File: src/rtl/ahc_pkg.sv
package ahc_pkg;
  // Register offsets on the device register port
  localparam logic [7:0] DATA_RANGE_CONFIG_ADDR = 8'h0e;
  localparam logic [7:0] HIGHPASS_CUTOFF_CONFIG_ADDR = 8'h0f;

  // Field positions in the data range configuration register
  localparam int RANGE_CODE_LSB = 0;
  localparam int HIGHPASS_OUTPUT_SWITCH_BIT = 4;

  // Field positions in the cutoff configuration register
  localparam int CUTOFF_CODE_LSB = 0;
  localparam int TAP_LOWPASS_ENABLE_BIT = 4;
  localparam int TAP_HIGHPASS_BYPASS_BIT = 5;

  // Writable bits of each register; every other bit reads zero
  localparam logic [7:0] DATA_RANGE_CONFIG_MASK = 8'h13;
  localparam logic [7:0] HIGHPASS_CUTOFF_CONFIG_MASK = 8'h33;

  // Reset values
  localparam logic [7:0] DATA_RANGE_CONFIG_RESET = 8'h00;
  localparam logic [7:0] HIGHPASS_CUTOFF_CONFIG_RESET = 8'h00;

  // Full-scale range codes
  localparam logic [1:0] RANGE_2G = 2'h0;
  localparam logic [1:0] RANGE_4G = 2'h1;
  localparam logic [1:0] RANGE_8G = 2'h2;

  // Output sample rate codes, fastest first: 800 400 200 100 50 12.5 6.25 1.56 Hz
  localparam logic [2:0] RATE_800HZ = 3'h0;
  localparam logic [2:0] RATE_400HZ = 3'h1;
  localparam logic [2:0] RATE_200HZ = 3'h2;
  localparam logic [2:0] RATE_100HZ = 3'h3;
  localparam logic [2:0] RATE_50HZ = 3'h4;
  localparam logic [2:0] RATE_12HZ5 = 3'h5;

  // Widest corner of the high-pass filter; the corner is this figure halved shift times
  localparam int CORNER_BASE_HZ = 16;

  // Oversampling modes
  typedef enum logic [1:0] {
    AHC_OS_NORMAL,
    AHC_OS_LOW_NOISE_LOW_POWER,
    AHC_OS_HIGH_RES,
    AHC_OS_LOW_POWER
  } ahc_os_mode_t;
endpackage : ahc_pkg

File: src/rtl/ahc_config.sv
// Functional notes
// [RL1] Data range register holds range code and high-pass switch at bit 4.
// [RL2] High-pass switch at zero delivers unfiltered samples; it resets to zero.
// [RL3] Range code bits 1:0 select 2, 4 or 8 g; code 11 reserved.
// [RL4] After reset the range is 2 g and high-pass output is off.
// [RL5] Switch set puts high-pass result into the output data registers.
// [RL6] Cutoff register holds a two-bit cutoff code resetting to 00.
// [RL7] Corner follows code, rate and mode; each code step halves it.
// [RL8] High-resolution mode keeps corner 16, 8, 4, 2 Hz regardless of rate.
// [RL9] Bit 5 set sends unfiltered data to pulse detection; resets to zero.
// [RL10] Bit 4 of cutoff register enables pulse-path low-pass; resets to zero.
// [RL11] Unused bits of both registers read zero and ignore writes.
`timescale 1ns/1ps
module ahc_config #(
  parameter int SAMPLE_WIDTH = 12
) (
  input wire logic mclk_in,
  input wire logic reset_in,
  input wire logic [7:0] reg_addr_in,
  input wire logic reg_wr_in,
  input wire logic [7:0] reg_wdata_in,
  input wire logic reg_rd_in,
  output logic [7:0] reg_rdata_out,
  input wire logic [2:0] output_sample_rate_in,
  input wire ahc_pkg::ahc_os_mode_t os_mode_in,
  input wire logic sample_valid_in,
  input wire logic signed [SAMPLE_WIDTH-1:0] raw_sample_in,
  input wire logic signed [SAMPLE_WIDTH-1:0] hp_sample_in,
  output logic data_valid_out,
  output logic signed [SAMPLE_WIDTH-1:0] data_sample_out,
  output logic signed [SAMPLE_WIDTH-1:0] pulse_sample_out,
  output logic tap_lowpass_enable_out,
  output logic highpass_output_switch_out,
  output logic [1:0] full_scale_range_code_out,
  output logic [1:0] cutoff_code_out,
  output logic [3:0] corner_shift_out
);
  import ahc_pkg::*;

  logic [7:0] data_range_config_q;
  logic [7:0] highpass_cutoff_config_q;
  logic [7:0] rdata_d;
  logic [7:0] rdata_q;
  logic highpass_output_switch;
  logic tap_highpass_bypass;
  logic [1:0] full_scale_range_code;
  logic [1:0] cutoff_code;
  logic [3:0] corner_shift_d;
  logic [3:0] corner_shift_q;
  logic [1:0] range_shift;
  logic signed [SAMPLE_WIDTH-1:0] out_sel;
  logic signed [SAMPLE_WIDTH-1:0] data_q;
  logic signed [SAMPLE_WIDTH-1:0] pulse_q;
  logic valid_q;

  // Field views of the stored registers
  assign highpass_output_switch = data_range_config_q[HIGHPASS_OUTPUT_SWITCH_BIT];
  assign full_scale_range_code = data_range_config_q[RANGE_CODE_LSB +: 2];
  assign cutoff_code = highpass_cutoff_config_q[CUTOFF_CODE_LSB +: 2];
  assign tap_highpass_bypass = highpass_cutoff_config_q[TAP_HIGHPASS_BYPASS_BIT];

  // Data range register; masking keeps unused bits at zero
  always_ff @(posedge mclk_in) begin
    if (reset_in) begin
      data_range_config_q <= DATA_RANGE_CONFIG_RESET; // RL4
    end else if (reg_wr_in && reg_addr_in == DATA_RANGE_CONFIG_ADDR) begin
      data_range_config_q <= reg_wdata_in & DATA_RANGE_CONFIG_MASK; // RL1 RL11
    end
  end

  // Cutoff register
  always_ff @(posedge mclk_in) begin
    if (reset_in) begin
      highpass_cutoff_config_q <= HIGHPASS_CUTOFF_CONFIG_RESET; // RL6
    end else if (reg_wr_in && reg_addr_in == HIGHPASS_CUTOFF_CONFIG_ADDR) begin
      highpass_cutoff_config_q <= reg_wdata_in & HIGHPASS_CUTOFF_CONFIG_MASK; // RL11
    end
  end

  // Read decode; other addresses belong to other blocks and read zero here
  always_comb begin
    if (reg_addr_in == DATA_RANGE_CONFIG_ADDR) begin
      rdata_d = data_range_config_q;
    end else if (reg_addr_in == HIGHPASS_CUTOFF_CONFIG_ADDR) begin
      rdata_d = highpass_cutoff_config_q;
    end else begin
      rdata_d = 8'h00;
    end
  end

  // Read data is captured on the read strobe and held until the next one
  always_ff @(posedge mclk_in) begin
    if (reset_in) begin
      rdata_q <= 8'h00;
    end else if (reg_rd_in) begin
      rdata_q <= rdata_d;
    end
  end

  // Extra halvings of the corner due to rate and mode, code excluded
  function automatic logic [3:0] rate_shift(input logic [2:0] rate, input ahc_os_mode_t mode);
    logic [3:0] s;
    s = 4'h0;
    case (mode)
      AHC_OS_HIGH_RES: s = 4'h0; // RL8
      AHC_OS_LOW_POWER: begin
        // Corner halves with every rate step down to 50 Hz, then halves twice more for the slowest band
        if (rate >= RATE_12HZ5) s = 4'h6;
        else s = {1'b0, rate};
      end
      AHC_OS_LOW_NOISE_LOW_POWER: begin
        if (rate >= RATE_12HZ5) s = 4'h5;
        else if (rate <= RATE_400HZ) s = 4'h0;
        else s = {1'b0, rate} - 4'h1;
      end
      default: begin
        if (rate >= RATE_50HZ) s = 4'h3;
        else if (rate <= RATE_400HZ) s = 4'h0;
        else s = {1'b0, rate} - 4'h1;
      end
    endcase
    return s;
  endfunction : rate_shift

  // Corner shift: corner = 16 Hz / 2**shift, largest shift 9 gives 0.031 Hz
  assign corner_shift_d = rate_shift(output_sample_rate_in, os_mode_in)
    + {2'b00, cutoff_code}; // RL7

  always_ff @(posedge mclk_in) begin
    if (reset_in) begin
      corner_shift_q <= 4'h0;
    end else begin
      corner_shift_q <= corner_shift_d; // RL7
    end
  end

  // Range scaling: each wider range halves the counts per g; code 11 behaves as 8 g
  always_comb begin
    if (full_scale_range_code == RANGE_2G) begin
      range_shift = 2'h0;
    end else if (full_scale_range_code == RANGE_4G) begin
      range_shift = 2'h1;
    end else begin
      range_shift = 2'h2;
    end
  end

  // Output source selection ahead of scaling
  assign out_sel = highpass_output_switch ? hp_sample_in : raw_sample_in; // RL2 RL5

  // Output data, updated only with a new sample
  always_ff @(posedge mclk_in) begin
    if (reset_in) begin
      data_q <= '0;
    end else if (sample_valid_in) begin
      data_q <= out_sel >>> range_shift; // RL1 RL3
    end
  end

  // Pulse path source, kept at full resolution for the detector
  always_ff @(posedge mclk_in) begin
    if (reset_in) begin
      pulse_q <= '0;
    end else if (sample_valid_in) begin
      pulse_q <= tap_highpass_bypass ? raw_sample_in : hp_sample_in; // RL9
    end
  end

  always_ff @(posedge mclk_in) begin
    if (reset_in) begin
      valid_q <= 1'b0;
    end else begin
      valid_q <= sample_valid_in;
    end
  end

  assign reg_rdata_out = rdata_q;
  assign data_valid_out = valid_q;
  assign data_sample_out = data_q;
  assign pulse_sample_out = pulse_q;
  assign tap_lowpass_enable_out = highpass_cutoff_config_q[TAP_LOWPASS_ENABLE_BIT]; // RL10
  assign highpass_output_switch_out = highpass_output_switch;
  assign full_scale_range_code_out = full_scale_range_code;
  assign cutoff_code_out = cutoff_code;
  assign corner_shift_out = corner_shift_q;

  // Checks
  property p_hp_out_selects_hp;
    @(posedge mclk_in) disable iff (reset_in)
      sample_valid_in && highpass_output_switch && range_shift == 2'h0
        |=> data_sample_out == $past(hp_sample_in);
  endproperty
  a_hp_out_selects_hp: assert property (p_hp_out_selects_hp) else $error("no hp data"); // RL5

  property p_raw_when_off;
    @(posedge mclk_in) disable iff (reset_in)
      sample_valid_in && !highpass_output_switch && range_shift == 2'h0
        |=> data_sample_out == $past(raw_sample_in);
  endproperty
  a_raw_when_off: assert property (p_raw_when_off) else $error("raw data not selected"); // RL2

  property p_reset_defaults;
    @(posedge mclk_in) reset_in |=> full_scale_range_code_out == RANGE_2G
      && !highpass_output_switch_out && cutoff_code_out == 2'h0 && !tap_lowpass_enable_out;
  endproperty
  a_reset_defaults: assert property (p_reset_defaults) else $error("bad reset state"); // RL4

  property p_range_scale_4g;
    @(posedge mclk_in) disable iff (reset_in)
      sample_valid_in && full_scale_range_code == RANGE_4G
        |=> data_sample_out == ($past(out_sel) >>> 1);
  endproperty
  a_range_scale_4g: assert property (p_range_scale_4g) else $error("4 g scaling wrong"); // RL3

  property p_hires_corner;
    @(posedge mclk_in) disable iff (reset_in)
      os_mode_in == AHC_OS_HIGH_RES |=> corner_shift_out == {2'b00, $past(cutoff_code)};
  endproperty
  a_hires_corner: assert property (p_hires_corner) else $error("hires corner wrong"); // RL8

  property p_lowest_corner;
    @(posedge mclk_in) disable iff (reset_in)
      os_mode_in == AHC_OS_LOW_POWER && output_sample_rate_in == 3'h7 && cutoff_code == 2'h3
        |=> corner_shift_out == 4'h9;
  endproperty
  a_lowest_corner: assert property (p_lowest_corner) else $error("lowest corner wrong"); // RL7

  property p_pulse_bypass;
    @(posedge mclk_in) disable iff (reset_in)
      sample_valid_in && tap_highpass_bypass |=> pulse_sample_out == $past(raw_sample_in);
  endproperty
  a_pulse_bypass: assert property (p_pulse_bypass) else $error("pulse bypass wrong"); // RL9

  property p_unused_zero;
    @(posedge mclk_in) disable iff (reset_in)
      reg_wr_in |=> (data_range_config_q & ~DATA_RANGE_CONFIG_MASK) == 8'h00
        && (highpass_cutoff_config_q & ~HIGHPASS_CUTOFF_CONFIG_MASK) == 8'h00;
  endproperty
  a_unused_zero: assert property (p_unused_zero) else $error("unused bit stored"); // RL11

  property p_lowpass_write;
    @(posedge mclk_in) disable iff (reset_in)
      reg_wr_in && reg_addr_in == HIGHPASS_CUTOFF_CONFIG_ADDR
        |=> tap_lowpass_enable_out == $past(reg_wdata_in[TAP_LOWPASS_ENABLE_BIT])
        && cutoff_code_out == $past(reg_wdata_in[1:0]);
  endproperty
  a_lowpass_write: assert property (p_lowpass_write) else $error("cutoff write lost"); // RL6 RL10

  property p_range_write;
    @(posedge mclk_in) disable iff (reset_in)
      reg_wr_in && reg_addr_in == DATA_RANGE_CONFIG_ADDR
        |=> highpass_output_switch_out == $past(reg_wdata_in[HIGHPASS_OUTPUT_SWITCH_BIT]);
  endproperty
  a_range_write: assert property (p_range_write) else $error("range write lost"); // RL1

  property p_range_scale_8g;
    @(posedge mclk_in) disable iff (reset_in)
      sample_valid_in && full_scale_range_code == RANGE_8G
        |=> data_sample_out == ($past(out_sel) >>> 2);
  endproperty
  a_range_scale_8g: assert property (p_range_scale_8g) else $error("8 g scaling wrong"); // RL3

  property p_pulse_highpass;
    @(posedge mclk_in) disable iff (reset_in)
      sample_valid_in && !tap_highpass_bypass |=> pulse_sample_out == $past(hp_sample_in);
  endproperty
  a_pulse_highpass: assert property (p_pulse_highpass) else $error("pulse hp wrong"); // RL9

  property p_valid_follows;
    @(posedge mclk_in) disable iff (reset_in)
      1'b1 |=> data_valid_out == $past(sample_valid_in);
  endproperty
  a_valid_follows: assert property (p_valid_follows) else $error("valid not one cycle"); // RL5

  property p_read_range;
    @(posedge mclk_in) disable iff (reset_in)
      reg_rd_in && reg_addr_in == DATA_RANGE_CONFIG_ADDR
        |=> reg_rdata_out == $past(data_range_config_q);
  endproperty
  a_read_range: assert property (p_read_range) else $error("range readback wrong"); // RL1

  property p_read_cutoff;
    @(posedge mclk_in) disable iff (reset_in)
      reg_rd_in && reg_addr_in == HIGHPASS_CUTOFF_CONFIG_ADDR
        |=> reg_rdata_out == $past(highpass_cutoff_config_q);
  endproperty
  a_read_cutoff: assert property (p_read_cutoff) else $error("cutoff readback wrong"); // RL6

  property p_range_hold;
    @(posedge mclk_in) disable iff (reset_in)
      !(reg_wr_in && reg_addr_in == DATA_RANGE_CONFIG_ADDR)
        |=> $stable(data_range_config_q);
  endproperty
  a_range_hold: assert property (p_range_hold) else $error("range reg changed"); // RL1

  property p_cutoff_hold;
    @(posedge mclk_in) disable iff (reset_in)
      !(reg_wr_in && reg_addr_in == HIGHPASS_CUTOFF_CONFIG_ADDR)
        |=> $stable(highpass_cutoff_config_q);
  endproperty
  a_cutoff_hold: assert property (p_cutoff_hold) else $error("cutoff reg changed"); // RL6

  property p_corner_bound;
    @(posedge mclk_in) disable iff (reset_in)
      corner_shift_out <= 4'h9;
  endproperty
  a_corner_bound: assert property (p_corner_bound) else $error("corner below floor"); // RL7
endmodule : ahc_config

File: config.mk
export PLATFORM = sky130hd
export DESIGN_NAME = ahc_config
export DESIGN_NICKNAME = d
export VERILOG_FILES = /design/src/rtl/ahc_pkg.sv /design/src/rtl/ahc_config.sv
export SDC_FILE = /design/constraint.sdc
export NUM_CORES = 1
export LEC_CHECK = 0
export ABC_AREA = 1
export BUFFER_PORTS_ARGS = -buffer_cell sky130_fd_sc_hd__buf_2
export CAP_MARGIN = 20
export CORE_MARGIN = 3
export CORE_UTILIZATION = 54
export CTS_BUF_LIST = sky130_fd_sc_hd__clkbuf_4 sky130_fd_sc_hd__clkbuf_8
export DETAILED_ROUTE_END_ITERATION = 12
export GPL_TIMING_DRIVEN = 0
export PLACE_DENSITY = 0.86
export SYNTH_ARGS = -nofsm -noshare
export SYNTH_HDL_FRONTEND = slang
export SYNTH_SLANG_ARGS = --single-unit
File: constraint.sdc
create_clock -name mclk_in -period 4.4 [get_ports mclk_in]
set_input_delay 0.22 -clock mclk_in [delete_from_list [all_inputs] [get_ports mclk_in]]
set_output_delay 0.22 -clock mclk_in [all_outputs]
set_load 0.02 [all_outputs]
# Word level (Yosys, flattened, before mapping)
# Cells that the tools add are included.
dict set report word_totals {
  register_bits 44
  output_inout_bits 43
  in_bits 50
  word_cells 33
}
dict set report classes {
  reduce_logical 3
  n_addsub 2
  muxes 11
  n_eq_ne 6
  magnitude_cmp 3
  shifts 1
}
# cell n
set op_table {}
lappend op_table {{12-bit 2-to-1 mux} 2}
lappend op_table {{8-bit by 4-bit == test with 1-bit output, second input constant} 2}
lappend op_table {{4-bit 2-to-1 mux} 3}
lappend op_table {{6-bit 2-to-1 mux} 2}
lappend op_table {{4-bit case mux with 3 select lines} 1}
lappend op_table {{12-bit by 2-bit >>> shifter with 12-bit output} 1}
lappend op_table {{3-bit >= comparator, second input constant} 2}
lappend op_table {{4-bit by 2-bit adder with 4-bit output} 1}
lappend op_table {{2-bit by 1-bit == test with 1-bit output, second input constant} 2}
lappend op_table {{2-bit == test, second input constant} 2}
lappend op_table {{2-bit 2-to-1 mux} 2}
lappend op_table {{3-bit by 1-bit subtractor with 4-bit output, second input constant} 1}
lappend op_table {{3-bit by 1-bit <= comparator with 1-bit output, second input constant} 1}
lappend op_table {{3-bit 2-to-1 mux} 1}
lappend op_table {{1-bit logical AND} 2}
lappend op_table {{2-bit logical NOT} 1}

# Logic depth before layout (Yosys ltp)
dict set report logic_depth {
  ltp_word 5
  mapped_depth 13
  mapped_depth_nobuf 13
}

# Least setup slack after synthesis
# No wires, ideal clock.
dict set report synth_timing {
  path_kind {input to register}
  from {input output_sample_rate_in[1]}
  to {register corner_shift_q[1] (netlist: corner_shift_out[1])}
  path_stages 10
  setup_slack_ns 2.752
  arrival_ns 1.581
  setup_time_ns 0.067
  required_ns 4.333
  n_path_buf 0
  cell_sequence {inv_1 -> ha_1 -> nand2_1 -> nand2_2 -> o21ai_0 -> o221ai_1 -> ha_1 -> inv_1 -> fa_1 -> nor2_1}
}
dict set report synth_between {
  elab_chain_cells 5
  elab_cells_between_ends 10
  cone_classes {add/sub (2); order compare (3); mux (5)}
}
# element line_no
set synth_lines {}
lappend synth_lines {{start, declared} ahc_config.sv:24} ;# input wire logic [2:0] output_sample_rate_in,
lappend synth_lines {{3-bit by 1-bit subtractor with 4-bit output or 3-bit by 1-bit <= comparator with 1-bit output (tied branches)} n/a}
lappend synth_lines {{4-bit 2-to-1 mux} {ahc_config.sv:113, ahc_config.sv:118}}
lappend synth_lines {{4-bit 2-to-1 mux, on equally long branches} {ahc_config.sv:117, ahc_config.sv:112}}
lappend synth_lines {{4-bit case mux with 3 select lines *} ahc_config.sv:104} ;# case (mode)
lappend synth_lines {{4-bit by 2-bit adder with 4-bit output *} ahc_config.sv:127} ;# + {2'b00, cutoff_code};
lappend synth_lines {{end signal, assigned} ahc_config.sv:133} ;# corner_shift_q <= corner_shift_d;
lappend synth_lines {{end, declared} ahc_config.sv:49} ;# logic [3:0] corner_shift_q;
# Mark *: on every way between the ends. The rest lies on a longest branch, timed or not.
# A chain may end at the register's enable or synchronous reset.

# Final worst setup path
# Ends and elaborated chain as after synthesis.

==> reports/qor.yml <==
rsz0062_at_grt: "no"
status: "complete, no violations"
ctsResizeCount: 0
die_y_um: 71.5
globalRouteOverflowTotal: 0
synth_cell_types: 33
core.rowCount: 23
finalMaxSlewViolations: 0
fmax_mhz: 594
floorplan.initialDensity_pct: 57.1
fin_area_um2: 2930
p_leak_uw: 0.00155
timing.critical_path.required_ps: 4620
path_max_fanout: 5
insertion_delay_ps: 290
yosysMostFrequentCell: "nand2_1"
antenna_cells: 0
coreArea_um2: 4060
crit_arrival_ps: 1910
firstDrtPassIters: 5
drt_iter0_drc: 205
setup_viol: 0
ys_seq_area_share_pct: 34.6
cellPowerDensity_nw_per_um2: 300
synth-edff-count: 0
ys_ff_latch: 40
first_global_vias: 2323
die_w_um: 71.5
cts_hold_buffers: 0
async_flop_share_pct: 0
clk_path_buf_depth: 2
cts.clk_slew.worst_paths_ps: 80
wl_per_cell_um: 12.9
grt_max_degree: 13
hp-class: "in2reg"
track_usage_pct: 25.0
drive_gt1_share_pct: 30.7
clock_skew_ps: 5.45
antenna_found_initial: 0
final_nets: 488
drc: 0
num_io_pins: 93
netlist_area_um2: 2320
yosys-top-cells-count: "76 x nand2_1, 40 x dfxtp_1, 39 x a21oi_1"
ant_nets: 0
critPathCaptureType: "flip-flop"
cts_htree_levels: 2
crit_path_start_kind: "input pin"
r2r_cells: 7
postCtsSetupBuffers: 0
cts_tree: "yes"
synth.area.top_cells: "dfxtp_1 35%, nand2_1 12%, a21oi_1 8.4%"
wl_mm: 6.24
finalHoldViolCount: 0
fin_crit_sh_pct: 38.3
synth_area_leader_cell: "dfxtp_1"
min_path_cells: 3
vias: 2514
rrSetupSlack_ps: 3020
synth_top_area_share_pct: 34.6
syn_to_final_growth_pct: 26.6
netlist_instances: 339
ir_drop_mv: 0.206
grt_first_pass_wirelength_mm: 10.2
die_area_um2: 5110
avgSynthCellArea_um2: 6.83
dpl.hpwl_mm: 4.70
utilization_pct: 72.2
cts_sinks: 40
fin_crit_ps: 1680
gp_congestion: 0.902
clk_root_buffer_cell: "clkbuf_8"
numPortBuffers: 83
maxCapViolCount: 0
yosysWarningCount: 0
numCtsBuffers: 5
place_area_um2: 2810
routed_via_density: 5.20
setup_tns_ps: 0
synth_top_flop_cell: "dfxtp_1"
path_class: "in2reg"
-- final cells by class --
cell class	count	area [um2]
Sequential cell	40	801
Buffer	24	170
Timing Repair Buffer	83	415
Multi-Input combinational cell	252	1250
Clock buffer	7	96.3
Clock inverter	1	30.0
Inverter	26	103
Fill cell	349	1130
Tap cell	50	62.6
-- power breakdown --
| group | switching (uW) | internal (uW) |
|---|---|---|
| sequential | 8.39 | 382 |
| clock | 126 | 200 |
| combinational | 103 | 60.7 |
-- sequential cells by signal, summed over array words and instances (netlist names) --
signal                    flops
reg_rdata_out                 4
highpass_cutoff_config_q      4
corner_shift_out              4
data_range_config_q           3
data_sample_out              12
data_valid_out                1
pulse_sample_out             12
-- layer usage --
metal	global-route usage [%]	wire length (um)
met4	5.85	57
met5	0	0
met2	44.0	3140
met1	31.5	2620
met3	4.77	418
-- metrics by stage --
| step | total power (uW) | worst slack [ps] | hold WS, ps | std cells |
|---|---|---|---|---|
| after floorplan | 497 | 2750 | 355 | 342 |
| after global placement | 556 | 2520 | 461 | 475 |
| after detailed placement | 560 | 2420 | 458 | 475 |
| after CTS | 883 | 2730 | 159 | 483 |
| after global routing | 918 | 2520 | 161 | 483 |
| final | 880 | 2720 | 165 | 483 |
-- cell usage in the layout (no fill, tap or decap), types with 7 or more instances in the layout --
cell and instances:
a21oi_1 39, clkbuf_8 7, nand2_1 76, dfxtp_1 40, inv_1 24, nor2_1 36
nand2_2 11, o21ai_0 26, nand3_1 32, buf_4 9, buf_2 89
-- critical path, stage by stage --
cell      delay [ps]
buf_2            120
inv_1             90
ha_1             180
nand2_1           70
nand2_2           80
o21ai_0          180
o221ai_1         140
ha_1             210
inv_1             80
fa_1             410
nor2_1           120
-- final timing paths --
check,endpoint,from
worst max-delay path,corner_shift_out[1],output_sample_rate_in[1]
worst max register to register,corner_shift_out[2],highpass_cutoff_config_q[0]
worst min-delay path,highpass_cutoff_config_q[5],reg_wdata_in[5]
worst min register to register,reg_rdata_out[5],reg_rdata_out[5]
-- cell families after synthesis --
family / after synthesis / share of synthesized area [%]
simple gates: 169 / 33.6
compound gates: 73 / 16.3
flops: 40 / 34.6
fa+ha+maj: 6 / 3.57
buf+inv: 50 / 11.8
other cells: 1 / 0.162
Power figures use the tool's default switching activity.
